<file path="src/logic/pmc_cfg.svh">
`ifndef PMC_CFG_SVH
`define PMC_CFG_SVH

// Register map
`define PMC_BMC_OFFSET 5'h00
`define PMC_BMC_RST    16'h0000

// Field positions
`define PMC_B_SRST     15
`define PMC_B_LOOP     14
`define PMC_B_SPEED    13
`define PMC_B_AN_EN    12
`define PMC_B_PDOWN    11
`define PMC_B_ISO      10
`define PMC_B_RESTART  9
`define PMC_B_DUPLEX   8
`define PMC_B_COLTEST  7
`define PMC_RSVD_HI    6

// Timing
`define PMC_CLK_MHZ    250
`define PMC_SRST_NS    1000
`define PMC_LB_DEAD_US 500
`define PMC_BIT_NS     10
`define PMC_COL_ON_BT  512
`define PMC_COL_OFF_BT 4
`define PMC_BOOT_CYC   2'h3
`define PMC_SRST_CYC   ((`PMC_SRST_NS * `PMC_CLK_MHZ + 999) / 1000)
`define PMC_LB_DEAD_CYC (`PMC_LB_DEAD_US * `PMC_CLK_MHZ)
`define PMC_COL_ON_CYC ((`PMC_COL_ON_BT * `PMC_BIT_NS * `PMC_CLK_MHZ) / 1000)
`define PMC_COL_OFF_CYC ((`PMC_COL_OFF_BT * `PMC_BIT_NS * `PMC_CLK_MHZ) / 1000)

`endif

</file>
<file path="src/logic/pmc_pkg.sv">
package pmc_pkg;
  typedef enum logic [1:0] {SR_IDLE, SR_BUSY, SR_RESTRAP} pmc_srst_t;
  typedef logic [15:0] pmc_word_t;
endpackage

</file>
<file path="src/logic/pmc_tmr_if.sv">
`timescale 1ns/100ps
interface pmc_tmr_if;
  logic start;
  logic busy;
  logic done;
  modport ctl (output start, input busy, input done);
  modport tmr (input start, output busy, output done);
endinterface

</file>
<file path="src/logic/pmc_basic_ctrl.sv">
`timescale 1ns/100ps
`include "pmc_cfg.svh"
module pmc_basic_ctrl
  import pmc_pkg::*;
#(
  parameter int LB_DEAD_CYCLES = `PMC_LB_DEAD_CYC,
  parameter int SRST_CYCLES    = `PMC_SRST_CYC
) (
  // Clock and reset
  input  wire logic       CLOCK,
  input  wire logic       RESETN,
  // Register port
  input  wire logic [4:0] REG_ADDR,
  input  wire logic       REG_WR,
  input  wire logic [15:0] REG_WDATA,
  input  wire logic       REG_RD,
  output logic     [15:0] REG_RDATA,
  output logic            REG_RVALID,
  // Strap pins
  input  wire logic       STRAP_AN_EN,
  input  wire logic       STRAP_SPEED_100,
  input  wire logic       STRAP_FULL_DUPLEX,
  // MII transmit pins
  input  wire logic       MII_TX_EN,
  input  wire logic [3:0] MII_TXD,
  // Line side receive
  input  wire logic [3:0] LINE_RXD,
  input  wire logic       LINE_RX_DV,
  input  wire logic       LINE_COL,
  // Auto-negotiation engine
  input  wire logic       AN_SPEED_100,
  input  wire logic       AN_FULL_DUPLEX,
  input  wire logic       AN_STARTED,
  output logic            AN_ENABLE,
  output logic            AN_RESTART,
  // Port mode
  output logic            SPEED_100,
  output logic            FULL_DUPLEX,
  output logic            POWER_DOWN,
  output logic            SOFT_RESET,
  // MII receive pins
  output logic            MII_OE,
  output logic     [3:0] MII_RXD,
  output logic            MII_RX_DV,
  output logic            MII_COL
);
  localparam int TCW         = $clog2(LB_DEAD_CYCLES + SRST_CYCLES + 1);
  localparam int COL_ON_MAX  = `PMC_COL_ON_CYC;
  localparam int COL_OFF_MAX = `PMC_COL_OFF_CYC;

  // Pin synchroniser: straps and MII transmit
  logic [7:0] pin_m_ff;
  logic [7:0] pin_s_ff;
  wire  [7:0] pins = {STRAP_AN_EN, STRAP_SPEED_100, STRAP_FULL_DUPLEX, MII_TX_EN, MII_TXD};

  always_ff @(posedge CLOCK or negedge RESETN) begin
    if (!RESETN) begin
      pin_m_ff <= 8'h00;
      pin_s_ff <= 8'h00;
    end else begin
      pin_m_ff <= pins;
      pin_s_ff <= pin_m_ff;
    end
  end

  wire       strap_an  = pin_s_ff[7];
  wire       strap_spd = pin_s_ff[6];
  wire       strap_dup = pin_s_ff[5];
  wire       tx_en_s   = pin_s_ff[4];
  wire [3:0] tx_d_s    = pin_s_ff[3:0];

  // Strap capture waits for the synchroniser to fill after reset release
  logic [1:0] boot_cnt_ff;
  wire        boot_done = (boot_cnt_ff == 2'h0);
  wire        boot_load = (boot_cnt_ff == 2'h1);

  always_ff @(posedge CLOCK or negedge RESETN) begin
    if (!RESETN) begin
      boot_cnt_ff <= `PMC_BOOT_CYC;
    end else if (!boot_done) begin
      boot_cnt_ff <= boot_cnt_ff - 2'h1;
    end
  end

  // Timers
  pmc_tmr_if srst_t();
  pmc_tmr_if lb_t();

  pmc_timer #(
    .CW   (TCW),
    .LOAD (TCW'(SRST_CYCLES))
  ) u_srst_tmr (
    .clk   (CLOCK),
    .rst_n (RESETN),
    .t     (srst_t.tmr)
  );

  pmc_timer #(
    .CW   (TCW),
    .LOAD (TCW'(LB_DEAD_CYCLES))
  ) u_lb_tmr (
    .clk   (CLOCK),
    .rst_n (RESETN),
    .t     (lb_t.tmr)
  );

  // Control register state
  pmc_srst_t state_ff;
  pmc_srst_t nxt_state;
  logic      loop_ff;
  logic      spd_ff;
  logic      an_ff;
  logic      pd_ff;
  logic      iso_ff;
  logic      restart_ff;
  logic      dup_ff;
  logic      col_ff;

  // Decode; writes during a reset sequence are dropped
  wire        addr_hit = (REG_ADDR == `PMC_BMC_OFFSET);
  wire        srst_idle = (state_ff == SR_IDLE);
  wire        wr_hit = REG_WR & addr_hit & srst_idle & boot_done;
  wire [15:0] wd = REG_WDATA;
  wire        load_cfg = boot_load | (state_ff == SR_RESTRAP);
  wire        srst_req = wr_hit & wd[`PMC_B_SRST];
  wire        rst_set = wr_hit & wd[`PMC_B_RESTART] & wd[`PMC_B_AN_EN];
  wire        lb_start = wr_hit & wd[`PMC_B_LOOP] & ~loop_ff;

  assign srst_t.start = srst_req;
  assign lb_t.start   = lb_start;

  always_comb begin
    case (state_ff)
      SR_IDLE:    nxt_state = srst_req ? SR_BUSY : SR_IDLE;
      SR_BUSY:    nxt_state = srst_t.done ? SR_RESTRAP : SR_BUSY;
      SR_RESTRAP: nxt_state = SR_IDLE;
      default:    nxt_state = SR_IDLE;
    endcase
  end

  // Next field values
  wire nxt_loop = load_cfg ? 1'b0 : (wr_hit ? wd[`PMC_B_LOOP] : loop_ff);
  wire nxt_pd   = load_cfg ? 1'b0 : (wr_hit ? wd[`PMC_B_PDOWN] : pd_ff);
  wire nxt_iso  = load_cfg ? 1'b0 : (wr_hit ? wd[`PMC_B_ISO] : iso_ff);
  wire nxt_col  = load_cfg ? 1'b0 : (wr_hit ? wd[`PMC_B_COLTEST] : col_ff);
  wire nxt_an   = load_cfg ? strap_an : (wr_hit ? wd[`PMC_B_AN_EN] : an_ff);
  wire nxt_spd  = load_cfg ? strap_spd : (wr_hit ? wd[`PMC_B_SPEED] : spd_ff);
  wire nxt_dup  = load_cfg ? strap_dup : (wr_hit ? wd[`PMC_B_DUPLEX] : dup_ff);
  // A new request wins over the engine's acknowledge; a zero write changes nothing
  wire nxt_restart = load_cfg ? 1'b0 :
                     (rst_set ? 1'b1 : (AN_STARTED ? 1'b0 : restart_ff));

  always_ff @(posedge CLOCK or negedge RESETN) begin
    if (!RESETN) begin
      state_ff <= SR_IDLE;
    end else begin
      state_ff <= nxt_state;
    end
  end

  always_ff @(posedge CLOCK or negedge RESETN) begin
    if (!RESETN) begin
      {loop_ff, spd_ff, an_ff, pd_ff, iso_ff, restart_ff, dup_ff, col_ff} <= 8'h00;
    end else begin
      loop_ff    <= nxt_loop;
      spd_ff     <= nxt_spd;
      an_ff      <= nxt_an;
      pd_ff      <= nxt_pd;
      iso_ff     <= nxt_iso;
      restart_ff <= nxt_restart;
      dup_ff     <= nxt_dup;
      col_ff     <= nxt_col;
    end
  end

  // Read view
  wire [15:0] bmc_rd;
  assign bmc_rd[`PMC_B_SRST]    = ~srst_idle;
  assign bmc_rd[`PMC_B_LOOP]    = loop_ff;
  assign bmc_rd[`PMC_B_SPEED]   = spd_ff;
  assign bmc_rd[`PMC_B_AN_EN]   = an_ff;
  assign bmc_rd[`PMC_B_PDOWN]   = pd_ff;
  assign bmc_rd[`PMC_B_ISO]     = iso_ff;
  assign bmc_rd[`PMC_B_RESTART] = restart_ff;
  assign bmc_rd[`PMC_B_DUPLEX]  = dup_ff;
  assign bmc_rd[`PMC_B_COLTEST] = col_ff;
  assign bmc_rd[`PMC_RSVD_HI:0] = 7'h00;
  wire [15:0] rd_sel = addr_hit ? bmc_rd : `PMC_BMC_RST;

  always_ff @(posedge CLOCK or negedge RESETN) begin
    if (!RESETN) begin
      REG_RDATA  <= 16'h0000;
      REG_RVALID <= 1'b0;
    end else begin
      REG_RVALID <= REG_RD;
      if (REG_RD) begin
        REG_RDATA <= rd_sel;
      end
    end
  end

  // Port mode; negotiated results take over while auto-negotiation runs
  wire nxt_speed = an_ff ? AN_SPEED_100 : spd_ff;
  wire nxt_fdx   = an_ff ? AN_FULL_DUPLEX : dup_ff;

  always_ff @(posedge CLOCK or negedge RESETN) begin
    if (!RESETN) begin
      SPEED_100   <= 1'b0;
      FULL_DUPLEX <= 1'b0;
      AN_ENABLE   <= 1'b0;
      AN_RESTART  <= 1'b0;
      POWER_DOWN  <= 1'b0;
      SOFT_RESET  <= 1'b0;
    end else begin
      SPEED_100   <= nxt_speed;
      FULL_DUPLEX <= nxt_fdx;
      AN_ENABLE   <= an_ff;
      AN_RESTART  <= rst_set;
      POWER_DOWN  <= pd_ff;
      SOFT_RESET  <= (nxt_state != SR_IDLE);
    end
  end

  // MII receive side
  wire       path_on = ~pd_ff & ~iso_ff & srst_idle & boot_done;
  wire [3:0] nxt_rxd = ~path_on ? 4'h0 : (loop_ff ? tx_d_s : LINE_RXD);
  wire       nxt_dv  = path_on & (loop_ff ? (tx_en_s & ~lb_t.busy) : LINE_RX_DV);
  // Test mode mirrors transmit enable; real collisions are meaningless in loopback
  wire       nxt_cl  = path_on & (col_ff ? tx_en_s : (~loop_ff & LINE_COL));

  always_ff @(posedge CLOCK or negedge RESETN) begin
    if (!RESETN) begin
      MII_OE    <= 1'b0;
      MII_RXD   <= 4'h0;
      MII_RX_DV <= 1'b0;
      MII_COL   <= 1'b0;
    end else begin
      MII_OE    <= ~iso_ff;
      MII_RXD   <= nxt_rxd;
      MII_RX_DV <= nxt_dv;
      MII_COL   <= nxt_cl;
    end
  end

  // Raise limit is too long for a delay range, so the wait is counted
  logic [10:0] col_wait_ff;
  wire         col_waiting = path_on & col_ff & tx_en_s & ~MII_COL;

  always_ff @(posedge CLOCK or negedge RESETN) begin
    if (!RESETN) begin
      col_wait_ff <= 11'h000;
    end else if (!col_waiting) begin
      col_wait_ff <= 11'h000;
    end else if (col_wait_ff != 11'h7ff) begin
      col_wait_ff <= col_wait_ff + 11'h001;
    end
  end
endmodule

</file>
<file path="src/logic/pmc_timer.sv">
`timescale 1ns/100ps
module pmc_timer
  import pmc_pkg::*;
#(
  parameter int            CW   = 8,
  parameter logic [CW-1:0] LOAD = '1
) (
  input wire logic clk,
  input wire logic rst_n,
  pmc_tmr_if.tmr   t
);
  // LOAD of zero wraps and runs 2**CW cycles; callers keep it at one or more
  logic [CW-1:0] cnt_ff;
  logic          busy_ff;
  logic          done_ff;
  wire           last = (cnt_ff == CW'(1));

  always_ff @(posedge clk or negedge rst_n) begin
    if (!rst_n) begin
      cnt_ff  <= '0;
      busy_ff <= 1'b0;
      done_ff <= 1'b0;
    end else begin
      done_ff <= busy_ff & last & ~t.start;
      if (t.start) begin
        cnt_ff  <= LOAD;
        busy_ff <= 1'b1;
      end else if (busy_ff) begin
        cnt_ff  <= cnt_ff - CW'(1);
        busy_ff <= ~last;
      end
    end
  end

  assign t.busy = busy_ff;
  assign t.done = done_ff;
endmodule

</file>
<file path="config.mk">
export PLATFORM = sky130hd
export DESIGN_NAME = pmc_basic_ctrl
export DESIGN_NICKNAME = d
export VERILOG_FILES = /design/src/logic/pmc_pkg.sv /design/src/logic/pmc_tmr_if.sv /design/src/logic/pmc_basic_ctrl.sv /design/src/logic/pmc_timer.sv
export VERILOG_INCLUDE_DIRS = /design/src /design/src/logic
export SDC_FILE = /design/constraint.sdc
export NUM_CORES = 1
export LEC_CHECK = 0
export BUFFER_PORTS_ARGS = -buffer_cell sky130_fd_sc_hd__buf_2
export CAP_MARGIN = 5
export CORE_MARGIN = 3
export CORE_UTILIZATION = 50
export CTS_BUF_LIST = sky130_fd_sc_hd__clkbuf_4
export DETAILED_ROUTE_END_ITERATION = 10
export PLACE_DENSITY = 0.76
export SLEW_MARGIN = 20
export SYNTH_ARGS = -nofsm -noshare
export SYNTH_HDL_FRONTEND = slang
export SYNTH_SLANG_ARGS = --single-unit
</file>
<file path="constraint.sdc">
create_clock -name CLOCK -period 2.9 [get_ports CLOCK]
set_clock_uncertainty 0.15 [all_clocks]
set_input_delay 0.145 -clock CLOCK [delete_from_list [all_inputs] [get_ports CLOCK]]
set_output_delay 0.145 -clock CLOCK [all_outputs]
set_load 0.005 [all_outputs]
</file>
---- After elaboration in Yosys (flattened, before gate mapping) ----
Cells that the tools add are included.
cells by class
  $lt $le $gt $ge ......................... 0
  bitwise logic cells ..................... 26
  divide/modulo/power cells ............... 0
  reduce and logical (&&, ||, !) cells .... 8
  equal/unequal tests ..................... 5
  $mul .................................... 0
  shift-type cells ........................ 0
  add/subtract/negate cells ............... 3
  mux-type cells .......................... 35
operators with widths
  operator                 count
  $mux W17                 4
  $eq A17 B1 Y1 const B    2
  $sub A17 B1 Y17 const B  2
  $mux W1                  26
  $and A1 B1 Y1            17
  $mux W16                 1
  $mux W4                  2
  $not A1 Y1               8
  $reduce_bool A2 Y1       4
  $logic_not A5 Y1         1
  $eq A2 B1 Y1 const B     2
  $logic_not A2 Y1         2
  $pmux W2 S2              1
  $reduce_bool A3 Y1       1
  $eq A2 B2 Y1 const B     1
  $mux W2                  1
  $sub A2 B1 Y2 const B    1
  $or A1 B1 Y1             1
storage, ports and cells
  bits in registers ....................... 95
  output and inout bits ................... 30
  RAM bits ................................ 0
  memory bits (read-only) ................. 0
  latch bits .............................. 0
  logic and storage cells ................. 106
  bits of input ports ..................... 42
  memories kept ........................... 0

---- Longest topological paths before layout ----
Gate-level depths: netlist (run 1).
  depth in word-level cells ............... 8
  depth in mapped cells ................... 7
  mapped depth without buffers ............ 6

---- By module ----
Synthesis (run 1) repeated with hierarchy kept, for this count alone.
unflattened totals
  cells, all modules ...................... 362
  area, all modules ....................... 3950.0 µm²
modules (own cells, without submodules)
  module                   times used  area each (µm²)  sequential area each (µm²)  cells each
  pmc_basic_ctrl           1           2013.2           1278.7                      168
  pmc_timer at u_srst_tmr  1           979.7            475.5                       97
  pmc_timer at u_lb_tmr    1           957.2            475.5                       97

---- Worst setup path before layout (run 1) ----
OpenSTA, ideal clock, no wires.
  path kind ............................... flip-flop to flip-flop
  start point ............................. reg u_srst_tmr.cnt_ff[9]
  end point ............................... reg u_srst_tmr.cnt_ff[14]
  stages on the path, launching flop included .. 6
  data required time ...................... 2672 ps
  setup time .............................. 78 ps
  path slack .............................. 703 ps
  arrival ................................. 1969 ps
  clock period less this slack ............ 2197 ps
  path buffers ............................ 1
  cells stage by stage .................... dfrtp_1 -> or4_4 -> or3_1 -> buf_2 -> or4_1 -> a21oi_1
between the ends
  word-level cells in the longest chain between the ends .. 3
ends and longest elaborated chain
  item                      RTL line         RTL
  start: declaration        pmc_timer.sv:13  logic [CW-1:0] cnt_ff;
  start signal: assignment  pmc_timer.sv:29  cnt_ff <= cnt_ff - CW'(1);
  $sub A17 B1 Y17           pmc_timer.sv:29
  $mux W17                  pmc_timer.sv:28  end else if (busy_ff) begin
  $mux W17                  pmc_timer.sv:25  if (t.start) begin
Every way passes these cells. The select of a mux whose other input is x is not followed.
A chain may end at the register's enable or synchronous reset.

---- Worst setup path after layout (run 1) ----
  start point ............................. reg boot_cnt_ff[1]
  end point ............................... reg restart_ff
between the ends
  word-level cells in the longest chain between the ends .. 6
  elaborated cells on any way between the ends .. 9
  those cells by class .................... 1 x eq/ne; 2 x mux; 4 x bitwise; 2 x reduce/logical
ends and longest elaborated chain
  item                             RTL line               RTL
  start: declaration               pmc_basic_ctrl.sv:73   logic [1:0] boot_cnt_ff;
  start signal: assignment         pmc_basic_ctrl.sv:79   boot_cnt_ff <= `PMC_BOOT_CYC;
  start signal: assignment         pmc_basic_ctrl.sv:81   boot_cnt_ff <= boot_cnt_ff - 2'h1;
  $logic_not A2 Y1 (*)             pmc_basic_ctrl.sv:74   wire boot_done = (boot_cnt_ff == 2'h0);
  $and A1 B1 Y1 (*)                pmc_basic_ctrl.sv:122  wire wr_hit = REG_WR & addr_hit & srst_idle & boot_done;
  $and A1 B1 Y1 (*) (2 in series)  pmc_basic_ctrl.sv:126  wire rst_set = wr_hit & wd[`PMC_B_RESTART] & wd[`PMC_B_AN_EN];
  via rst_set                      pmc_basic_ctrl.sv:126
  $mux W1                          pmc_basic_ctrl.sv:151  (rst_set ? 1'b1 : (AN_STARTED ? 1'b0 : restart_ff));
  $mux W1                          pmc_basic_ctrl.sv:150  wire nxt_restart = load_cfg ? 1'b0 :
  end signal: assignment           pmc_basic_ctrl.sv:170  restart_ff <= nxt_restart;
  end: declaration                 pmc_basic_ctrl.sv:115  logic restart_ff;
The timed path passes the listed nets; every way through them passes the cells marked *.

==> metrics, run 1 <==
status finished, final reports clean; initial antenna violation count 0; CORE AREA 6982 sq um; layout cells sized above 1 0.2018; post-DP HPWL 4866 um; gpl congestion 0.8296; fill cell count 565; sequential cell area fraction in the yosys report 0.5987; synth warn 0; Max-cap violations 0; crit path max fanout 6; Netlist cell types 42; Rel. slew slack 0.4940; Post-CTS Setup Inserts 0; RSZ-0062 raised after global routing false; die area 8430 sq um; #FFs+latches synth 88; worst setup margin 0.2852 ns; Area after DPL 4065 sq um; area leader, netlist dfrtp_1; vias in the first global route 2735; all-layer global routing usage 0.1884; final wirelength 7350 um; Tcrit/Tclk final 0.9017; pwr/cell area 448.7 nW/um^2; largest net degree at the start of global routing 89; Worst-Skew Late Latency 0.41 ns; Place WS 0.5830 ns; DRC viols 0; Critical Path RT 3.10 ns; Post-CTS Hold Buffers 30; Worst-Margin Slew 0.7590 ns; wire length per cell 13.82 um; buffer depth of the longest clock path 2; Worst EP arrival 2.82 ns; Setup violations, final 0; Hold Crit Class input pin to register; fin. max-slew vios 0; placed cells 486; final net count 479; Row Count 30; root buffer cell clkbuf_4; mapped cell area 3682 sq um; Buffers on Ports 57; CTS Sinks 88; via density per instance 5.098; Startpoint Class register; top post-synthesis cells by area dfrtp_1 (58%), nor2_1 (3.8%), nand2_1 (3.4%), mux2i_1 (3.0%), xnor2_1 (2.4%); Achievable Freq 382.4 MHz; CTS tree done; commonest register cell after synthesis dfrtp_1; die extent in x 91.82 um; Synth top area share 0.5844; first-pass GRT wire length 12640 um; Initial Util 0.5274; synthesis-to-layout area growth 22.60%; r2r worst-path depth 8; design area 4514 sq um; most common cell in the synthesized netlist dfrtp_1; GR Overflow Total 0; DRT Pass-1 Iters 5; PostCTS Resize Cnt 0; post-layout util 0.6466; CP Class register to register; total CTS buffers 9; routed via count 2712; Post-synth ARST share 1.000; EDFF count, synth 0; final setup TNS 0 ns; Post-DRT Antenna Nets 0; crit end category register; DR iter-0 viols 85; Final Critical Period 2.615 ns; register clock-pin slew on the reported worst setup and hold paths 0.14 ns; H-Tree Depth 3; final std cells w/o fill 532; syn_area_per_cell 10.86 sq um; Antenna Cells 0; Leak Pwr 1.931 nW; Cells on Worst Hold Path 4; I/O Pins 72; Mapped Cells 339; most common library cells after synthesis dfrtp_1 (86), nor2_1 (37), nand2_1 (33), inv_1 (19), a21oi_1 (12); Die H 91.82 um; worst vdd ir 0.0002686 V; Hold Vio Cnt, Final 0
[placed cells by master (no fill, tap or decap), types with 6 or more instances in the layout]
cell	n
or3_1	6
o22ai_1	9
dlygate4sd3_1	30
mux2i_1	11
nand3_1	10
clkbuf_4	9
o21ai_0	11
nor4_1	6
dfrtp_1	86
inv_1	19
a21oi_1	12
nand2_1	33
xnor2_1	10
nor2_1	37
buf_4	6
conb_1	7
xor2_1	10
nand4_1	6
buf_2	56
ha_1	6
[state kept, by name (all words and copies together) (netlist names), 2 cells and up]
| signal | flops |
|---|---|
| MII_RXD | 4 |
| REG_RDATA | 9 |
| boot_cnt_ff | 2 |
| pin_m_ff | 8 |
| pin_s_ff | 8 |
| state_ff | 2 |
| u_lb_tmr.cnt_ff | 17 |
| u_srst_tmr.cnt_ff | 17 |
[path summary, 6_finish.rpt]
check / to / slack, ns / start
max reg2reg: restart_ff / 0.29 / boot_cnt_ff[1]
max: restart_ff / 0.29 / boot_cnt_ff[1]
max in group asynchronous: pin_m_ff[3] / 1.90 / RESETN
min: REG_RDATA[12] / 0.15 / REG_ADDR[4]
min reg2reg: pin_s_ff[0] / 0.21 / pin_m_ff[0]
min in group asynchronous: REG_RDATA[14] / 0.18 / RESETN
[worst max-delay path, cell delays in order (launching register included)]
cell and delay (ns):
dfstp_2 0.40, inv_1 0.08, ha_1 0.27, or4bb_1 0.45
nor3_2 0.20, buf_4 0.20, and3_1 0.15, dlygate4sd3_1 0.56
o21a_1 0.12
[power by group]
part	switching, mW	total (mW)	leakage (nW)	internal (mW)
combinational	0.0469	0.0964	0.867	0.0495
sequential	0.00415	1.25	0.987	1.24
clock	0.412	0.684	0.0773	0.272
total	0.463	2.03	1.93	1.56
[through the flow]
stage | total power, mW | hold slack [ns]
CTS | 2.054 | 0.09552
global placement | 1.333 | 0.1030
detailed placement | 1.335 | 0.1043
floorplan | 1.289 | -0.3006
global route | 2.132 | 0.1428
finish | 2.026 | 0.1457
[layout make-up]
type                            count  area [sq um]  area share
Clock inverter                      7         77.57     0.01718
Clock buffer                        9         67.56     0.01497
Multi-Input combinational cell    220          1336      0.2960
Tap cell                           96         120.1     0.02661
Sequential cell                    88          2205      0.4884
Timing Repair Buffer               93         636.9      0.1411
Inverter                           19         71.32     0.01580
[per-layer routing]
| metal | GRT usage | wire (um) | vias to the layer above |
|---|---|---|---|
| met1 | 0.2320 | 3232 | 1311 |
| li1 | - | - | 1331 |
| met5 | 0 | 0 | - |
| met3 | 0.05004 | 248 | 13 |
| met2 | 0.3220 | 3741 | 57 |
| met4 | 0.06312 | 128 | 0 |
[logic make-up (layout without fill, tap and decap cells)]
group / Yosys count / in the layout / synth area share
other: 1 / 7 / 0.001018
buffers and inverters: 37 / 128 / 0.04587
adders and majority gates: 6 / 6 / 0.02039
and+or+nand+nor: 131 / 131 / 0.1815
muxes: 13 / 13 / 0.03602
DFF: 88 / 88 / 0.5987
xor gates and xnor gates: 20 / 20 / 0.04757
AOI/OAI and AO/OA: 43 / 43 / 0.06898
(Power assumes the default switching activity.)
==> run 2, diff against run 1 <==
- RECOVER_POWER: default -> 25
==> metrics, run 2 (synthesis results as in run 1) <==
status finished, violations left; failing checks max-capacitance violations, max-slew violations; layout cells sized above 1 0.1972; via density per instance 5.100; register clock-pin slew on the reported worst setup and hold paths 0.14 ns; Post-CTS Setup Inserts 0; DRT Pass-1 Iters 5; Worst-Margin Slew 2.062 ns; pwr/cell area 449.5 nW/um^2; die area 8430 sq um; Critical Path RT 3.11 ns; crit path max fanout 6; DRC viols 0; Hold Crit Class input pin to register; Achievable Freq 382.3 MHz; first-pass GRT wire length 12640 um; Tcrit/Tclk final 0.9020; synthesis-to-layout area growth 22.36%; root buffer cell clkbuf_4; Final Critical Period 2.616 ns; Worst-Skew Late Latency 0.42 ns; wire length per cell 13.80 um; Max-cap violations 1; Rel. slew slack -0.3743; Initial Util 0.5274; Leak Pwr 1.924 nW; most frequent cells in the layout dfrtp_1 (86), buf_2 (54), nor2_1 (37); Area after DPL 4065 sq um; largest net degree at the start of global routing 89; crit end category register; final setup TNS 0 ns; Worst EP arrival 2.82 ns; die extent in x 91.82 um; Startpoint Class register; routed via count 2713; design area 4506 sq um; CP Class register to register; vias in the first global route 2735; Regs by FF count u_lb_tmr.cnt_ff x17, u_srst_tmr.cnt_ff x17, REG_RDATA x9; CTS Sinks 88; H-Tree Depth 3; CTS tree done; commonest non-fill, non-tap cell in the layout dfrtp_1; fin. max-slew vios 89; worst vdd ir 0.0002692 V; PostCTS Resize Cnt 0; DR iter-0 viols 85; post-DP HPWL 4866 um; initial antenna violation count 0; Row Count 30; Post-CTS Hold Buffers 30; buffer depth of the longest clock path 2; Post-DRT Antenna Nets 0; all-layer global routing usage 0.1884; Buffers on Ports 57; Hold Vio Cnt, Final 0; I/O Pins 72; Power Total 2.025 mW; final net count 479; gpl congestion 0.8296; RSZ-0062 raised after global routing false; Antenna Cells 0; final wirelength 7342 um; GR Overflow Total 0; total CTS buffers 9; CORE AREA 6982 sq um; post-layout util 0.6453; Die H 91.82 um; Setup violations, final 0
## run 2: cell types whose count changed in the layout (fill, tap and decap cells not counted)
cell	previous run	this run
buf_6	1	0
clkbuf_1	0	2
clkbuf_2	0	1
buf_2	56	54
## run 2: worst paths after layout
| kind | startpoint | end | slack, ns | depth (start not counted) |
|---|---|---|---|---|
| worst max-delay path | boot_cnt_ff[1] | restart_ff | 0.28 | 8 |
| worst min register to register | pin_m_ff[0] | pin_s_ff[0] | 0.21 | 0 |
| worst max register to register | boot_cnt_ff[1] | restart_ff | 0.28 | 8 |
| min in group asynchronous | RESETN | REG_RDATA[14] | 0.70 | 2 |
| worst min-delay path | REG_ADDR[4] | REG_RDATA[12] | 0.14 | 4 |
| max in group asynchronous | RESETN | pin_m_ff[3] | 0.69 | 2 |
## run 2: report_power, final
group / total [mW] / leakage (nW) / switching, mW / internal (mW)
Combinational: 0.0949 / 0.860 / 0.0467 / 0.0483
Sequential: 1.25 / 0.987 / 0.00415 / 1.24
Clock: 0.684 / 0.0773 / 0.412 / 0.272
## run 2: layer usage
layer	global-route usage	part of all wire
met1	0.2320	0.44
met2	0.3220	0.51
met3	0.05004	0.034
met4	0.06312	0.017
met5	0	0
## run 2: final cells by class
cell class | count | area [sq um]
Timing Repair Buffer | 93 | 628.1
Multi-Input combinational cell | 220 | 1336
Sequential cell | 88 | 2205
Clock buffer | 9 | 67.56
Tap cell | 96 | 120.1
Inverter | 19 | 71.32
Clock inverter | 7 | 77.57
Fill cell | 569 | 2476
## run 2: worst max-delay path, cell delays in order (launching register included)
cell and delay [ns]:
dfstp_2 0.40, inv_1 0.08, ha_1 0.27, or4bb_1 0.45
nor3_2 0.20, buf_4 0.20, and3_1 0.15, dlygate4sd3_1 0.56
o21a_1 0.12
## run 2: per-stage QoR
stage          std cells  setup slack [ns]  hold WS [ns]
2_1_floorplan        345            0.7027       -0.3006
3_3_place_gp         486            0.6417        0.1030
3_5_place_dp         486            0.5830        0.1043
4_1_cts              532            0.3676       0.09552
5_1_grt              532            0.1773        0.1439
6_report             532            0.2842        0.1416
==> run 3, diff against run 2 <==
- CORE_ASPECT_RATIO: default -> 0.6
==> metrics, run 3 (synthesis results as in run 1) <==
initial antenna violation count 0; Tcrit/Tclk final 0.8699; routed via count 2686; crit end category register; final setup TNS 0 ns; post-DP HPWL 5058 um; CTS tree done; r2r worst-path depth 8; R2R setup slack 0.38 ns; Startpoint Class register; Max-cap violations 1; Antenna Cells 0; CP Launch Point boot_cnt_ff[1]; wire length per cell 14.30 um; H-Tree Depth 3; DRT Pass-1 Iters 4; Worst-Margin Slew 2.058 ns; max incr delay on CP 0.57 ns; critical-path cell list inv_1 > ha_1 > or4bb_1 > nor3_2 > buf_4 > and3_1 > dlygate4sd3_1 > o21a_1; area of the multi-input gates 1336 sq um; worst vdd ir 0.0003592 V; GR Overflow Total 0; synthesis-to-layout area growth 22.49%; RSZ-0062 raised after global routing false; CORE AREA 6907 sq um; fill cell count 552; WHS Endpoint REG_RDATA[15]; Critical Path RT 3.14 ns; final wirelength 7462 um; DRC viols 0; CP bufs+invs 3; status finished, violations left; I/O Pins 72; total CTS buffers 9; hold_sp REG_ADDR[4]; die area 8464 sq um; buffer depth of the longest clock path 2; largest net degree at the start of global routing 89; commonest non-fill, non-tap cell in the layout dfrtp_1; gpl congestion 0.7945; CTS Sinks 88; Initial Util 0.5332; all-layer global routing usage 0.1930; Worst-Skew Late Latency 0.44 ns; area taken by flip-flops and latches 2205 sq um; crit path max fanout 6; Final Critical Period 2.523 ns; Hold Crit Class input pin to register; Power Total 2.130 mW; root buffer cell clkbuf_4; Worst EP arrival 2.76 ns; register clock-pin slew on the reported worst setup and hold paths 0.14 ns; most frequent cells in the layout dfrtp_1 (86), buf_2 (55), nor2_1 (37); Cells on Worst Hold Path 4; DR iter-0 viols 206; first-pass GRT wire length 12470 um; Rel. slew slack -0.3718; Leak Pwr 1.927 nW; fin. max-slew vios 89; vias in the first global route 2586; Regs by FF count u_lb_tmr.cnt_ff x17, u_srst_tmr.cnt_ff x17, REG_RDATA x9; Setup violations, final 0; pwr/cell area 472.3 nW/um^2; failing checks max-capacitance violations, max-slew violations; Row Count 23; layout cells sized above 1 0.1977; Die H 72.48 um; Worst R2R Start boot_cnt_ff[1]; final net count 478; via density per instance 5.146; CP top delay family buffers and inverters; critical path's slowest cell dlygate4sd3_1; Achievable Freq 396.4 MHz; Buffers on Ports 57; die extent in x 116.8 um; Hold Vio Cnt, Final 0; CP Class register to register; reg2reg end restart_ff; Post-DRT Antenna Nets 0
==> run 3: changes by cell type in the layout (fill, tap and decap cells not counted) <==
cell,delta
clkbuf_4,+1
clkinv_2,-1
bufinv_16,+1
clkinvlp_4,+1
buf_2,+1
clkbuf_1,-1
buf_4,-1
inv_6,-2
==> run 3: layer usage <==
layer,GRT usage,share of wire
met5,0,0
met3,0.06000,0.069
met2,0.2873,0.44
met1,0.2729,0.49
met4,0.06107,0.0031
==> run 3: worst reg2reg max path: stages, from the launching register on <==
cell and delay (ns):
dfstp_2 0.39, inv_1 0.06, ha_1 0.23, or4bb_1 0.42
nor3_2 0.16, buf_4 0.19, and3_1 0.16, dlygate4sd3_1 0.57
o21a_1 0.12
==> run 3: how the worst max path moves through the flow <==
stage | endpoint | slack, ns | cells after the start
4_1_cts | restart_ff | 0.37 | 8
5_1_grt | restart_ff | 0.25 | 8
3_3_place_gp | u_srst_tmr.cnt_ff[14] | 0.63 | 4
6_report | restart_ff | 0.38 | 8
2_1_floorplan | u_srst_tmr.cnt_ff[14] | 0.70 | 5
3_5_place_dp | u_srst_tmr.cnt_ff[14] | 0.61 | 4
==> run 3: power breakdown <==
group	total (mW)	internal [mW]	switching [mW]	leakage [nW]
Clock	0.789	0.364	0.426	0.0832
Sequential	1.25	1.24	0.00444	0.987
Combinational	0.0945	0.0484	0.0461	0.857
==> run 3: stage by stage <==
stage / hold WS, ns / std cells / cell area [sq um] / util / setup WS (ns)
floorplan: -0.3006 / 345 / 3705 / - / 0.7027
global placement: 0.1034 / 476 / 4046 / 0.5859 / 0.6336
detailed placement: 0.1046 / 476 / 4046 / 0.5859 / 0.6082
CTS: 0.06833 / 522 / 4514 / 0.6536 / 0.3684
global route: 0.06631 / 522 / 4511 / 0.6531 / 0.2453
finish: 0.09013 / 522 / 4511 / 0.6531 / 0.3772
==> run 3: what timing repair did <==
item                       CTS  global route
hold endpoints to repair   130             0
hold buffers                30             0
resized for setup            0             0
setup endpoints to repair    0             0
setup buffers                0             0
==> run 3: layout make-up <==
class	instances	share of cell area
clock buffer	10	0.01664
clock inverter	6	0.02053
inverter	19	0.01581
multi-input combinational	220	0.2963
sequential	88	0.4888
tap	87	0.02413
timing repair buffer	92	0.1379
